==> src/design/ecc_dpram_defs.svh <==
`ifndef ECC_DPRAM_DEFS_SVH
`define ECC_DPRAM_DEFS_SVH

// Datapath geometry.
`define RAW_W           8
`define CODE_W          13
`define ADDR_W          4
`define DEPTH           16

// Data bits covered by each Hamming check bit (codeword bits 8..11).
`define CHK_MASK_0      8'h5b
`define CHK_MASK_1      8'h6d
`define CHK_MASK_2      8'h8e
`define CHK_MASK_3      8'hf0
`define SYN_LAST_VALID  4'hc

// Register map on the APB slave.
`define APB_ADDR_W      8
`define OFF_CTRL        8'h00
`define OFF_STATUS      8'h04
`define CTRL_INJECT_BIT 0
`define CTRL_RESET      1'b0
`define STATUS_RESET    6'h00
`define STATUS_A_LSB    0
`define STATUS_B_LSB    3

`endif

==> src/design/ecc_dpram_pkg.sv <==
`include "ecc_dpram_defs.svh"

package ecc_dpram_pkg;

    typedef struct packed {
        logic [`ADDR_W-1:0] addr;
        logic [`RAW_W-1:0]  data;
        logic               wr;
        logic               rd;
    } port_req_t;

    typedef struct packed {
        logic [`RAW_W-1:0] data;
        logic              corrected;
        logic              detected;
        logic              fatal;
    } result_t;

    typedef struct packed {
        logic [`ADDR_W-1:0] addr;
        logic [`CODE_W-1:0] code;
        logic               wr;
        logic               rd;
    } coded_req_t;

    typedef struct packed {
        coded_req_t                          enc_a;
        coded_req_t                          enc_b;
        logic                                inject;
        coded_req_t                          ram_a;
        coded_req_t                          ram_b;
        logic [`CODE_W-1:0]                  q_a;
        logic [`CODE_W-1:0]                  q_b;
        logic                                q_rd_a;
        logic                                q_rd_b;
        logic [`DEPTH-1:0][`CODE_W-1:0]      mem;
        result_t                             out_a;
        result_t                             out_b;
        logic                                valid_a;
        logic                                valid_b;
    } datapath_t;

    typedef struct packed {
        logic        inject;
        logic [5:0]  status;
        logic [31:0] prdata;
        logic        pready;
        logic        pslverr;
    } ctrl_state_t;

endpackage

==> src/design/ecc_dpram.sv <==
// Behaviour
// - Each port encodes 8-bit write data into a 13-bit codeword and stores it.
// - Each write port has its own encoder in front of it.
// - Each read output has its own decoder before data leaves the block.
// - Decoders report no error, corrected single-bit error, or fatal multi-bit error.
// - While injection is on, port A codeword LSB is inverted before storing.
// - Encoder and decoder each add exactly one registered cycle.
// - Encoder and decoder registers have no clear and no enable.
// - Storage is true dual-port: both ports read or write any word.
// - The memory holds 16 words with a 4-bit address per port.
// - Array write and read data are 13 bits wide on both ports.
// - Both ports and all registers share one clock.
// - RAM registers write-side inputs and read outputs, two cycles read latency.
// - A read hitting the other port's write returns the old contents.
// - Port A read during its own write returns the new codeword.
// - Port B read during its own write returns the old codeword.
// - The RAM core reads every cycle at the presented address.
// - Memory is not preloaded; words are undefined until written.
// - Decoded data and status appear four cycles after the read is issued.
// - The port A injection control is active high and registered first.
// - Address and enables bypass the encoder through a matching stage.
// - Correction affects outputs only; the stored word stays corrupted.
`timescale 1ns/1ps
`include "ecc_dpram_defs.svh"

module ecc_dpram
    import ecc_dpram_pkg::*;
(
    input  wire logic                    pclk,
    input  wire logic                    presetn,
    input  wire logic                    psel,
    input  wire logic                    penable,
    input  wire logic                    pwrite,
    input  wire logic [`APB_ADDR_W-1:0]  paddr,
    input  wire logic [31:0]             pwdata,
    output logic      [31:0]             prdata,
    output logic                         pready,
    output logic                         pslverr,
    input  wire port_req_t               req_a,
    input  wire port_req_t               req_b,
    input  wire logic                    inject_lsb_error_a,
    output logic      [`RAW_W-1:0]       decoded_read_first,
    output logic                         corrected_flag_first,
    output logic                         detected_flag_first,
    output logic                         uncorrectable_flag_first,
    output logic                         read_valid_first,
    output logic      [`RAW_W-1:0]       decoded_read_second,
    output logic                         corrected_flag_second,
    output logic                         detected_flag_second,
    output logic                         uncorrectable_flag_second,
    output logic                         read_valid_second
);

    // Parity over the data bits that one check bit covers.
    function automatic logic check_bit(input logic [`RAW_W-1:0] d,
                                       input logic [`RAW_W-1:0] mask);
        return ^(d & mask);
    endfunction

    function automatic logic [`CODE_W-1:0] encode(input logic [`RAW_W-1:0] d);
        logic [`CODE_W-2:0] c;
        c[`RAW_W-1:0] = d;
        c[8]          = check_bit(d, `CHK_MASK_0);
        c[9]          = check_bit(d, `CHK_MASK_1);
        c[10]         = check_bit(d, `CHK_MASK_2);
        c[11]         = check_bit(d, `CHK_MASK_3);
        // The overall parity on top is what tells one flipped bit from two.
        return {^c, c};
    endfunction

    function automatic logic [3:0] syndrome(input logic [`CODE_W-1:0] c);
        logic [3:0] syn;
        syn[0] = check_bit(c[`RAW_W-1:0], `CHK_MASK_0) ^ c[8];
        syn[1] = check_bit(c[`RAW_W-1:0], `CHK_MASK_1) ^ c[9];
        syn[2] = check_bit(c[`RAW_W-1:0], `CHK_MASK_2) ^ c[10];
        syn[3] = check_bit(c[`RAW_W-1:0], `CHK_MASK_3) ^ c[11];
        return syn;
    endfunction

    // Check-bit and parity positions carry no data, so they need no repair
    // on the way out.
    function automatic logic [`RAW_W-1:0] flip_mask(input logic [3:0] syn);
        logic [`RAW_W-1:0] flip;
        case (syn)
            4'h0:    flip = 8'h00;
            4'h1:    flip = 8'h00;
            4'h2:    flip = 8'h00;
            4'h3:    flip = 8'h01;
            4'h4:    flip = 8'h00;
            4'h5:    flip = 8'h02;
            4'h6:    flip = 8'h04;
            4'h7:    flip = 8'h08;
            4'h8:    flip = 8'h00;
            4'h9:    flip = 8'h10;
            4'ha:    flip = 8'h20;
            4'hb:    flip = 8'h40;
            4'hc:    flip = 8'h80;
            default: flip = 8'h00;
        endcase
        return flip;
    endfunction

    function automatic result_t decode(input logic [`CODE_W-1:0] c);
        logic [3:0] syn;
        logic       odd;
        result_t    r;
        syn         = syndrome(c);
        odd         = ^c;
        r.data      = c[`RAW_W-1:0];
        r.corrected = 1'b0;
        r.fatal     = 1'b0;
        // An odd overall parity with a syndrome up to 4'hc means one flipped bit; an even one with a
        // nonzero syndrome can only be two or more.
        if (odd && syn <= `SYN_LAST_VALID)
        begin
            r.data      = c[`RAW_W-1:0] ^ flip_mask(syn);
            r.corrected = 1'b1;
        end
        else if (odd || syn != 4'h0)
        begin
            r.fatal = 1'b1;
        end
        r.detected = r.corrected | r.fatal;
        return r;
    endfunction

    // Address and enables skip the encoder but take the same register, so
    // they meet their codeword at the RAM.
    function automatic coded_req_t encode_req(input port_req_t q);
        coded_req_t e;
        e.addr = q.addr;
        e.code = encode(q.data);
        e.wr   = q.wr;
        e.rd   = q.rd;
        return e;
    endfunction

    function automatic logic [`CODE_W-1:0] read_port(input coded_req_t         p,
                                                     input logic [`CODE_W-1:0] stored,
                                                     input logic               new_data);
        logic [`CODE_W-1:0] q;
        q = stored;
        if (new_data && p.wr)
        begin
            q = p.code;
        end
        return q;
    endfunction

    // The stored word is only ever replaced whole, never repaired.
    function automatic logic [`DEPTH-1:0][`CODE_W-1:0] store(
        input logic [`DEPTH-1:0][`CODE_W-1:0] m,
        input coded_req_t                     p);
        logic [`DEPTH-1:0][`CODE_W-1:0] n;
        n = m;
        if (p.wr)
        begin
            n[p.addr] = p.code;
        end
        return n;
    endfunction

    function automatic logic [2:0] status_of(input result_t r);
        return {r.fatal, r.detected, r.corrected};
    endfunction

    // A status field follows the last read that carried a valid strobe.
    function automatic logic [5:0] update_status(input logic [5:0] st,
                                                 input logic       va,
                                                 input result_t    ra,
                                                 input logic       vb,
                                                 input result_t    rb);
        logic [5:0] n;
        n = st;
        if (va)
        begin
            n[`STATUS_A_LSB +: 3] = status_of(ra);
        end
        if (vb)
        begin
            n[`STATUS_B_LSB +: 3] = status_of(rb);
        end
        return n;
    endfunction

    function automatic logic is_mapped(input logic [`APB_ADDR_W-1:0] a);
        logic hit;
        case (a)
            `OFF_CTRL:   hit = 1'b1;
            `OFF_STATUS: hit = 1'b1;
            default:     hit = 1'b0;
        endcase
        return hit;
    endfunction

    // Unmapped offsets read as zero; the error response tells software why.
    function automatic logic [31:0] reg_read(input logic [`APB_ADDR_W-1:0] a,
                                             input logic                   inj,
                                             input logic [5:0]             st);
        logic [31:0] v;
        v = 32'h0000_0000;
        case (a)
            `OFF_CTRL:
            begin
                v[`CTRL_INJECT_BIT] = inj;
            end
            `OFF_STATUS:
            begin
                v[5:0] = st;
            end
            default:
            begin
                v = 32'h0000_0000;
            end
        endcase
        return v;
    endfunction

    // Status is read-only and unmapped offsets are ignored.
    function automatic logic reg_write(input logic                   inj,
                                       input logic [`APB_ADDR_W-1:0] a,
                                       input logic [31:0]            wdata);
        logic v;
        v = inj;
        case (a)
            `OFF_CTRL:
            begin
                v = wdata[`CTRL_INJECT_BIT];
            end
            default:
            begin
                v = inj;
            end
        endcase
        return v;
    endfunction

    datapath_t   d;
    datapath_t   next_d;
    ctrl_state_t s;
    ctrl_state_t next_s;
    logic        access;
    logic        setup;
    logic        mapped;

    always_comb
    begin
        next_d = d;
        // Encoder stage; address and enables take a matching register.
        next_d.enc_a  = encode_req(req_a);
        next_d.enc_b  = encode_req(req_b);
        next_d.inject = inject_lsb_error_a;

        // RAM input registers.
        next_d.ram_a.addr    = d.enc_a.addr;
        next_d.ram_a.code    = d.enc_a.code;
        next_d.ram_a.code[0] = d.enc_a.code[0] ^ (d.inject | s.inject);
        next_d.ram_a.wr      = d.enc_a.wr;
        next_d.ram_a.rd      = d.enc_a.rd;
        next_d.ram_b.addr    = d.enc_b.addr;
        next_d.ram_b.code    = d.enc_b.code;
        next_d.ram_b.wr      = d.enc_b.wr;
        next_d.ram_b.rd      = d.enc_b.rd;

        // Reads happen every cycle; the read strobe only travels along to
        // mark valid output, since the core itself has no read enable.
        next_d.q_a    = read_port(d.ram_a, d.mem[d.ram_a.addr], 1'b1);
        next_d.q_b    = read_port(d.ram_b, d.mem[d.ram_b.addr], 1'b0);
        next_d.q_rd_a = d.ram_a.rd;
        next_d.q_rd_b = d.ram_b.rd;

        // Port B is applied last, so a same-address double write keeps B.
        next_d.mem = store(d.mem, d.ram_a);
        next_d.mem = store(next_d.mem, d.ram_b);
        // Decoder stage; the stored word is never written back.
        next_d.out_a   = decode(d.q_a);
        next_d.out_b   = decode(d.q_b);
        next_d.valid_a = d.q_rd_a;
        next_d.valid_b = d.q_rd_b;
    end

    // No reset here: the memory starts undefined and the pipeline
    // registers carry neither a clear nor an enable.
    always_ff @(posedge pclk)
    begin
        d <= next_d;
    end

    assign setup  = psel & ~penable;
    assign access = psel & penable & s.pready;
    assign mapped = is_mapped(paddr);

    always_comb
    begin
        next_s         = s;
        next_s.pready  = setup;
        next_s.pslverr = 1'b0;
        next_s.prdata  = 32'h0000_0000;
        // Read data is fetched in the setup cycle, so the single access cycle
        // already carries it and no wait state is needed.
        if (setup)
        begin
            next_s.pslverr = ~mapped;
            if (!pwrite)
            begin
                next_s.prdata = reg_read(paddr, s.inject, s.status);
            end
        end
        if (access && pwrite)
        begin
            next_s.inject = reg_write(s.inject, paddr, pwdata);
        end
        next_s.status = update_status(s.status, d.valid_a, d.out_a, d.valid_b, d.out_b);
    end

    always_ff @(posedge pclk or negedge presetn)
    begin
        if (!presetn)
        begin
            s.inject  <= `CTRL_RESET;
            s.status  <= `STATUS_RESET;
            s.prdata  <= 32'h0000_0000;
            s.pready  <= 1'b0;
            s.pslverr <= 1'b0;
        end
        else
        begin
            s <= next_s;
        end
    end

    assign prdata                    = s.prdata;
    assign pready                    = s.pready;
    assign pslverr                   = s.pslverr;
    assign decoded_read_first        = d.out_a.data;
    assign corrected_flag_first      = d.out_a.corrected;
    assign detected_flag_first       = d.out_a.detected;
    assign uncorrectable_flag_first  = d.out_a.fatal;
    assign read_valid_first          = d.valid_a;
    assign decoded_read_second       = d.out_b.data;
    assign corrected_flag_second     = d.out_b.corrected;
    assign detected_flag_second      = d.out_b.detected;
    assign uncorrectable_flag_second = d.out_b.fatal;
    assign read_valid_second         = d.valid_b;

endmodule

==> config.mk <==
export PLATFORM = sky130hd
export DESIGN_NAME = ecc_dpram
export DESIGN_NICKNAME = d
export VERILOG_FILES = /design/src/design/ecc_dpram_pkg.sv /design/src/design/ecc_dpram.sv
export VERILOG_INCLUDE_DIRS = /design/src /design/src/design
export SDC_FILE = /design/constraint.sdc
export NUM_CORES = 1
export LEC_CHECK = 0
export CELL_PAD_IN_SITES_DETAIL_PLACEMENT = 0
export CELL_PAD_IN_SITES_GLOBAL_PLACEMENT = 1
export CORE_MARGIN = 2
export CORE_UTILIZATION = 25
export CTS_BUF_LIST = sky130_fd_sc_hd__clkbuf_4
export DETAILED_ROUTE_END_ITERATION = 12
export DONT_BUFFER_PORTS = 1
export GPL_TIMING_DRIVEN = 0
export PLACE_DENSITY_LB_ADDON = 0.15
export SYNTH_ARGS = -nofsm -noshare
export SYNTH_HDL_FRONTEND = slang
export SYNTH_SLANG_ARGS = --single-unit
==> constraint.sdc <==
create_clock -name pclk -period 4.5 [get_ports pclk]
set_clock_uncertainty 0.2 [all_clocks]
set_input_delay 0.9 -clock pclk [delete_from_list [all_inputs] [get_ports pclk]]
set_output_delay 0.9 -clock pclk [all_outputs]
set_load 0.02 [all_outputs]
# == After elaboration in Yosys (flattened, before gate mapping) ==
# Memories as Yosys holds them, arrays and structs flattened.
# Cells that the tools add are included.
# classes
n_lt_le_gt_ge,6
n_eq_ne,1
n_mux,27
n_bitwise,19
reduce_logical,32
# op_table
operator,count
$bwmux W208,2
$mux W208,2
$reduce_xor A8 Y1,16
$bmux W13 S4,2
$demux W13 S4,2
$mux W13,5
$mux W32,1
$reduce_xor A13 Y1,2
$reduce_xor A12 Y1,2
$mux W9,2
$mux W8,2
$xor A8 B8 Y8,2
$lt A4 B5 Y1 const B,2
$xor A1 B1 Y1,9
$eq A8 B3 Y1 const B,1
$ge A4 B1 Y1 const B,2
$le A4 B4 Y1 const B,2
$logic_not A8 Y1,1
$reduce_bool A4 Y1,2
$mux W1,6
$mux W6,1
$logic_and A1 B1 Y1,5
$mux W5,1
$and A1 B1 Y1,3
6 further kinds,10
# word_totals
reg_bits,378
mem_bits_ro,256
in_bits,74
out_inout_bits,58
mem_count,2
# memory_table
name,depth,width,rd,rd_clocked_by_memory_dff,write_ports,line,rtl
(name not given),16,8,1,0,0,ecc_dpram.sv:84,case (syn)
(name not given),16,8,1,0,0,ecc_dpram.sv:84,

# == Longest topological paths before layout ==
# depth
depth_word,8
mapped_depth,8
depth_no_buf,5

# == Worst setup path after synthesis ==
# No wires, ideal clock.
# synth_timing
kind,input port to flip-flop
from,input port paddr[5]
to,register s[40] (netlist name)
setup_ps,125
t_arrival_ps,2139
path_slack_ps,2037
path_stages,4
path_buffers,0
cell_sequence,or4_1 > nor4_1 > nand4_1 > mux2_2
# synth_via
elab_chain_cells,2
# synth_rtl
item,line,rtl
start: declaration,ecc_dpram.sv:34,"input wire logic [`APB_ADDR_W-1:0] paddr,"
$logic_not A8 Y1,ecc_dpram.sv:225,case (a)
$reduce_and A2 Y1 (no line),n/a,
end signal: assignment,ecc_dpram.sv:328,s <= next_s;
end: declaration,ecc_dpram.sv:240,ctrl_state_t s;
# No other way between the ends.
# A chain may end at the register's enable or synchronous reset.

==> metrics.md <==
| Metric | Value |
|---|---|
| Status | `complete, no violations` |
| Final number of setup-violating endpoints | `0` |
| Type of the worst setup path | `reg -> reg` |
| DRC marker count from the first detailed-route iteration | `1039` |
| CP endpoint | `d[126]$_DFF_P_` |
| Leakage | `7.82 nW` |
| Crit share post-route | `69.8%` |
| Slowest library cell on the worst path | `clkbuf_1` |
| Area of the die | `69300 um2` |
| CTS tree | `built` |
| Synth async-reset ratio | `4.26%` |
| Area Overhead vs Synth | `17.4%` |
| DR vias/cell | `4.63` |
| Total number of yosys warnings | `0` |
| Total power | `0.0118 W` |
| Endpoint type of the worst setup path | `register` |
| Reg-to-Reg End | `d[126]$_DFF_P_` |
| Final cell area excluding filler cells | `19700 um2` |
| Leading cell type in the layout, fill and taps excluded | `dfxtp_1` |
| Family with the most delay on the worst path | `buffers and inverters` |
| # DRC | `0` |
| Pin count of the biggest net entering global routing | `16` |
| Final critical delay including setup and external delays | `3.14 ns` |
| TritonCTS Sinks | `352` |
| Post-Synthesis Cell Area | `16800 um2` |
| Buffers on Ports | `0` |
| DP Worst Slack | `1.40 ns` |
| Post-synthesis cell count | `1566` |
| Number of detailed-route iterations in the first pass | `5` |
| Slew margin rel. | `31.1%` |
| EDFF count, synth | `0` |
| Count of cells along the worst register-to-register path | `6` |
| CP Depth | `6` |
| Pwr dens | `597 nW/um2` |
| DPL Wire Length | `46.4 mm` |
| Placement row count | `95` |
| Worst min path class | `in -> reg` |
| Layout cell share with drive strength beyond 1 | `22.2%` |
| Max_cap viols | `0` |
| Highest ir drop seen on vdd | `246 uV` |
| Die height | `263 um` |
| Worst Path Buf+Inv | `3` |
| Number of hold-slack violations in the final timing report | `0` |
| Required time of the critical path | `5.02 ns` |
| Largest fanout of any net on the critical path | `10` |
| Setup repair after global routing missed its margin | `no` |
| Initial Util | `25.1%` |
| Arr. time, crit path | `3.66 ns` |
| Number of register bits inferred by synthesis | `352` |
| Most numerous cell on the critical path | `clkbuf_1` |
| Transition at the pin with the smallest max-transition slack | `1.03 ns` |
| Routability-driven placement congestion ratio | `0.845` |
| Worst skew pair latency | `0.90 ns` |
| Mean Syn Cell Area | `10.7 um2` |
| First-pass GRT wire length | `85.4 mm` |
| Startpoint types | `register` |
| Cell at the root of the clock tree | `clkbuf_4` |
| Die width | `263 um` |
| Vias after detailed routing | `12500` |
| Count of pins on the block boundary | `132` |
| Number of max-slew violations in the final report | `0` |
| Final routed wire length divided by cell count | `21.5 um` |
| Library cells used by synthesis | `52` |
| Sequential-to-total area share from yosys stat | `42.4%` |
| Worst Setup Slack, final | `1.36 ns` |
| Number of buffers created by CTS | `104` |
| Reg2reg start | `d[275]$_DFF_P_` |
| Final global-route overflow total | `0` |
| Critical path's largest stage delay | `0.82 ns` |
| Final routed wirelength across all metal layers | `58.0 mm` |
| Cell-by-cell listing of the critical path | `clkbuf_1 -> clkbuf_1 -> nand3_1 -> clkbuf_1 -> nor2_1 -> a21oi_1` |
| Final total negative setup slack | `0 ns` |
| Clock-pin slew on the worst setup and hold paths | `0.06 ns` |
| Depth of the CTS H-tree | `3` |
| Number of global-route vias before repair | `13000` |
| Total Nets Final | `1808` |
| Max Buffers Root-to-Sink | `3` |
| Placeable Area | `66800 um2` |
| Post-detailed-route count of antenna-violating nets | `0` |
| Dpl cell area | `18000 um2` |
| Most used flip-flop cell after synthesis | `dfxtp_1` |
| Most frequent cells in the layout | `dfxtp_1, mux2i_1, nor2_1, clkbuf_4, a21oi_1` |
| Minimum setup slack among reg-to-reg paths | `1.36 ns` |
| All-layer global routing usage | `16.8%` |
| Critical path origin | `d[275]$_DFF_P_` |
| Antenna violations before repair | `3` |
| Placed Cells | `2464` |
| Number of non-filler instances in the completed layout | `2694` |
| Highest Clock Rate | `0.318 GHz` |
-- cell type report --
class                   count  area, um2
diodes                      5       12.5
plain buffers             197       1000
clock buffers             143       1070
clock inverters            45        278
fillers                  7028      47100
inverters                   2       7.51
multi-input cells        1040       8760
flip-flops and latches    352       7120
well taps                 873       1090
repair buffers             37        370
-- worst min-delay path by stage --
stage | start | to | slack [ns] | cells past startpoint
2_1_floorplan | d[260]$_DFF_P_ | d[232]$_DFF_P_ | 0.11 | 0
3_3_place_gp | d[317]$_DFF_P_ | d[278]$_DFF_P_ | 0.11 | 0
3_5_place_dp | d[309]$_DFF_P_ | d[270]$_DFF_P_ | 0.11 | 0
4_1_cts | req_a[4] | d[330]$_DFF_P_ | 0.0003 | 2
5_1_grt | req_a[4] | d[330]$_DFF_P_ | -0.01 | 2
6_report | req_a[4] | d[330]$_DFF_P_ | 0.07 | 2
-- repair_timing --
item / CTS / global route
hold buffers: 37 / 0
buffers inserted: 0 / 0
gates resized for setup: 0 / 0
hold endpoints to repair: 55 / 0
-- metal layers --
metal  vias up  track usage [%]  routed length [um]
li1       5940                -                   -
met1      6097             21.4               25500
met2       349             28.3               28000
met3        92             3.71                3330
met4         0             5.00                1270
met5         -                0                   0
-- stage by stage --
| step | utilization (%) | hold slack, ns |
|---|---|---|
| after floorplan | - | 0.110 |
| after detailed placement | 26.9 | 0.112 |
| after CTS | 29.5 | 0.000304 |
| after global routing | 29.5 | -0.0104 |
| final | 29.5 | 0.0732 |
| after global placement | 26.9 | 0.111 |
-- logic make-up after synthesis --
kind of cell | synth area share (%)
AOI/OAI and AO/OA | 9.24
other | 0.0223
DFF | 42.4
and+or+nand+nor | 8.16
muxes | 28.6
xor gates and xnor gates | 5.54
buffers and inverters | 6.00
-- power by group --
part / internal, W / switching [W]
combinational: 0.00188 / 0.00205
clock: 0.00165 / 0.00150
sequential: 0.00402 / 0.000663
-- synth_stat cells, types with 17 or more instances --
cell type / number / area, um2
buf_4: 50 / 375
mux2i_1: 208 / 2080
nor2_1: 153 / 574
clkbuf_1: 77 / 289
nand2_1: 104 / 390
dfxtp_1: 337 / 6750
o211ai_1: 17 / 128
o21ai_0: 93 / 465
buf_2: 43 / 215
xnor2_1: 61 / 534
mux4_2: 117 / 2640
a21oi_1: 134 / 671
-- sequential cells by signal, indices dropped and copies added, names as in the netlist --
register and count:
corrected_flag_first 1, corrected_flag_second 1, d 313, decoded_read_first 8, decoded_read_second 8, detected_flag_first 1, detected_flag_second 1, prdata 6
pready 1, pslverr 1, read_valid_first 1, read_valid_second 1, s 7, uncorrectable_flag_first 1, uncorrectable_flag_second 1
Note: power is estimated with default switching activity, not from simulation.
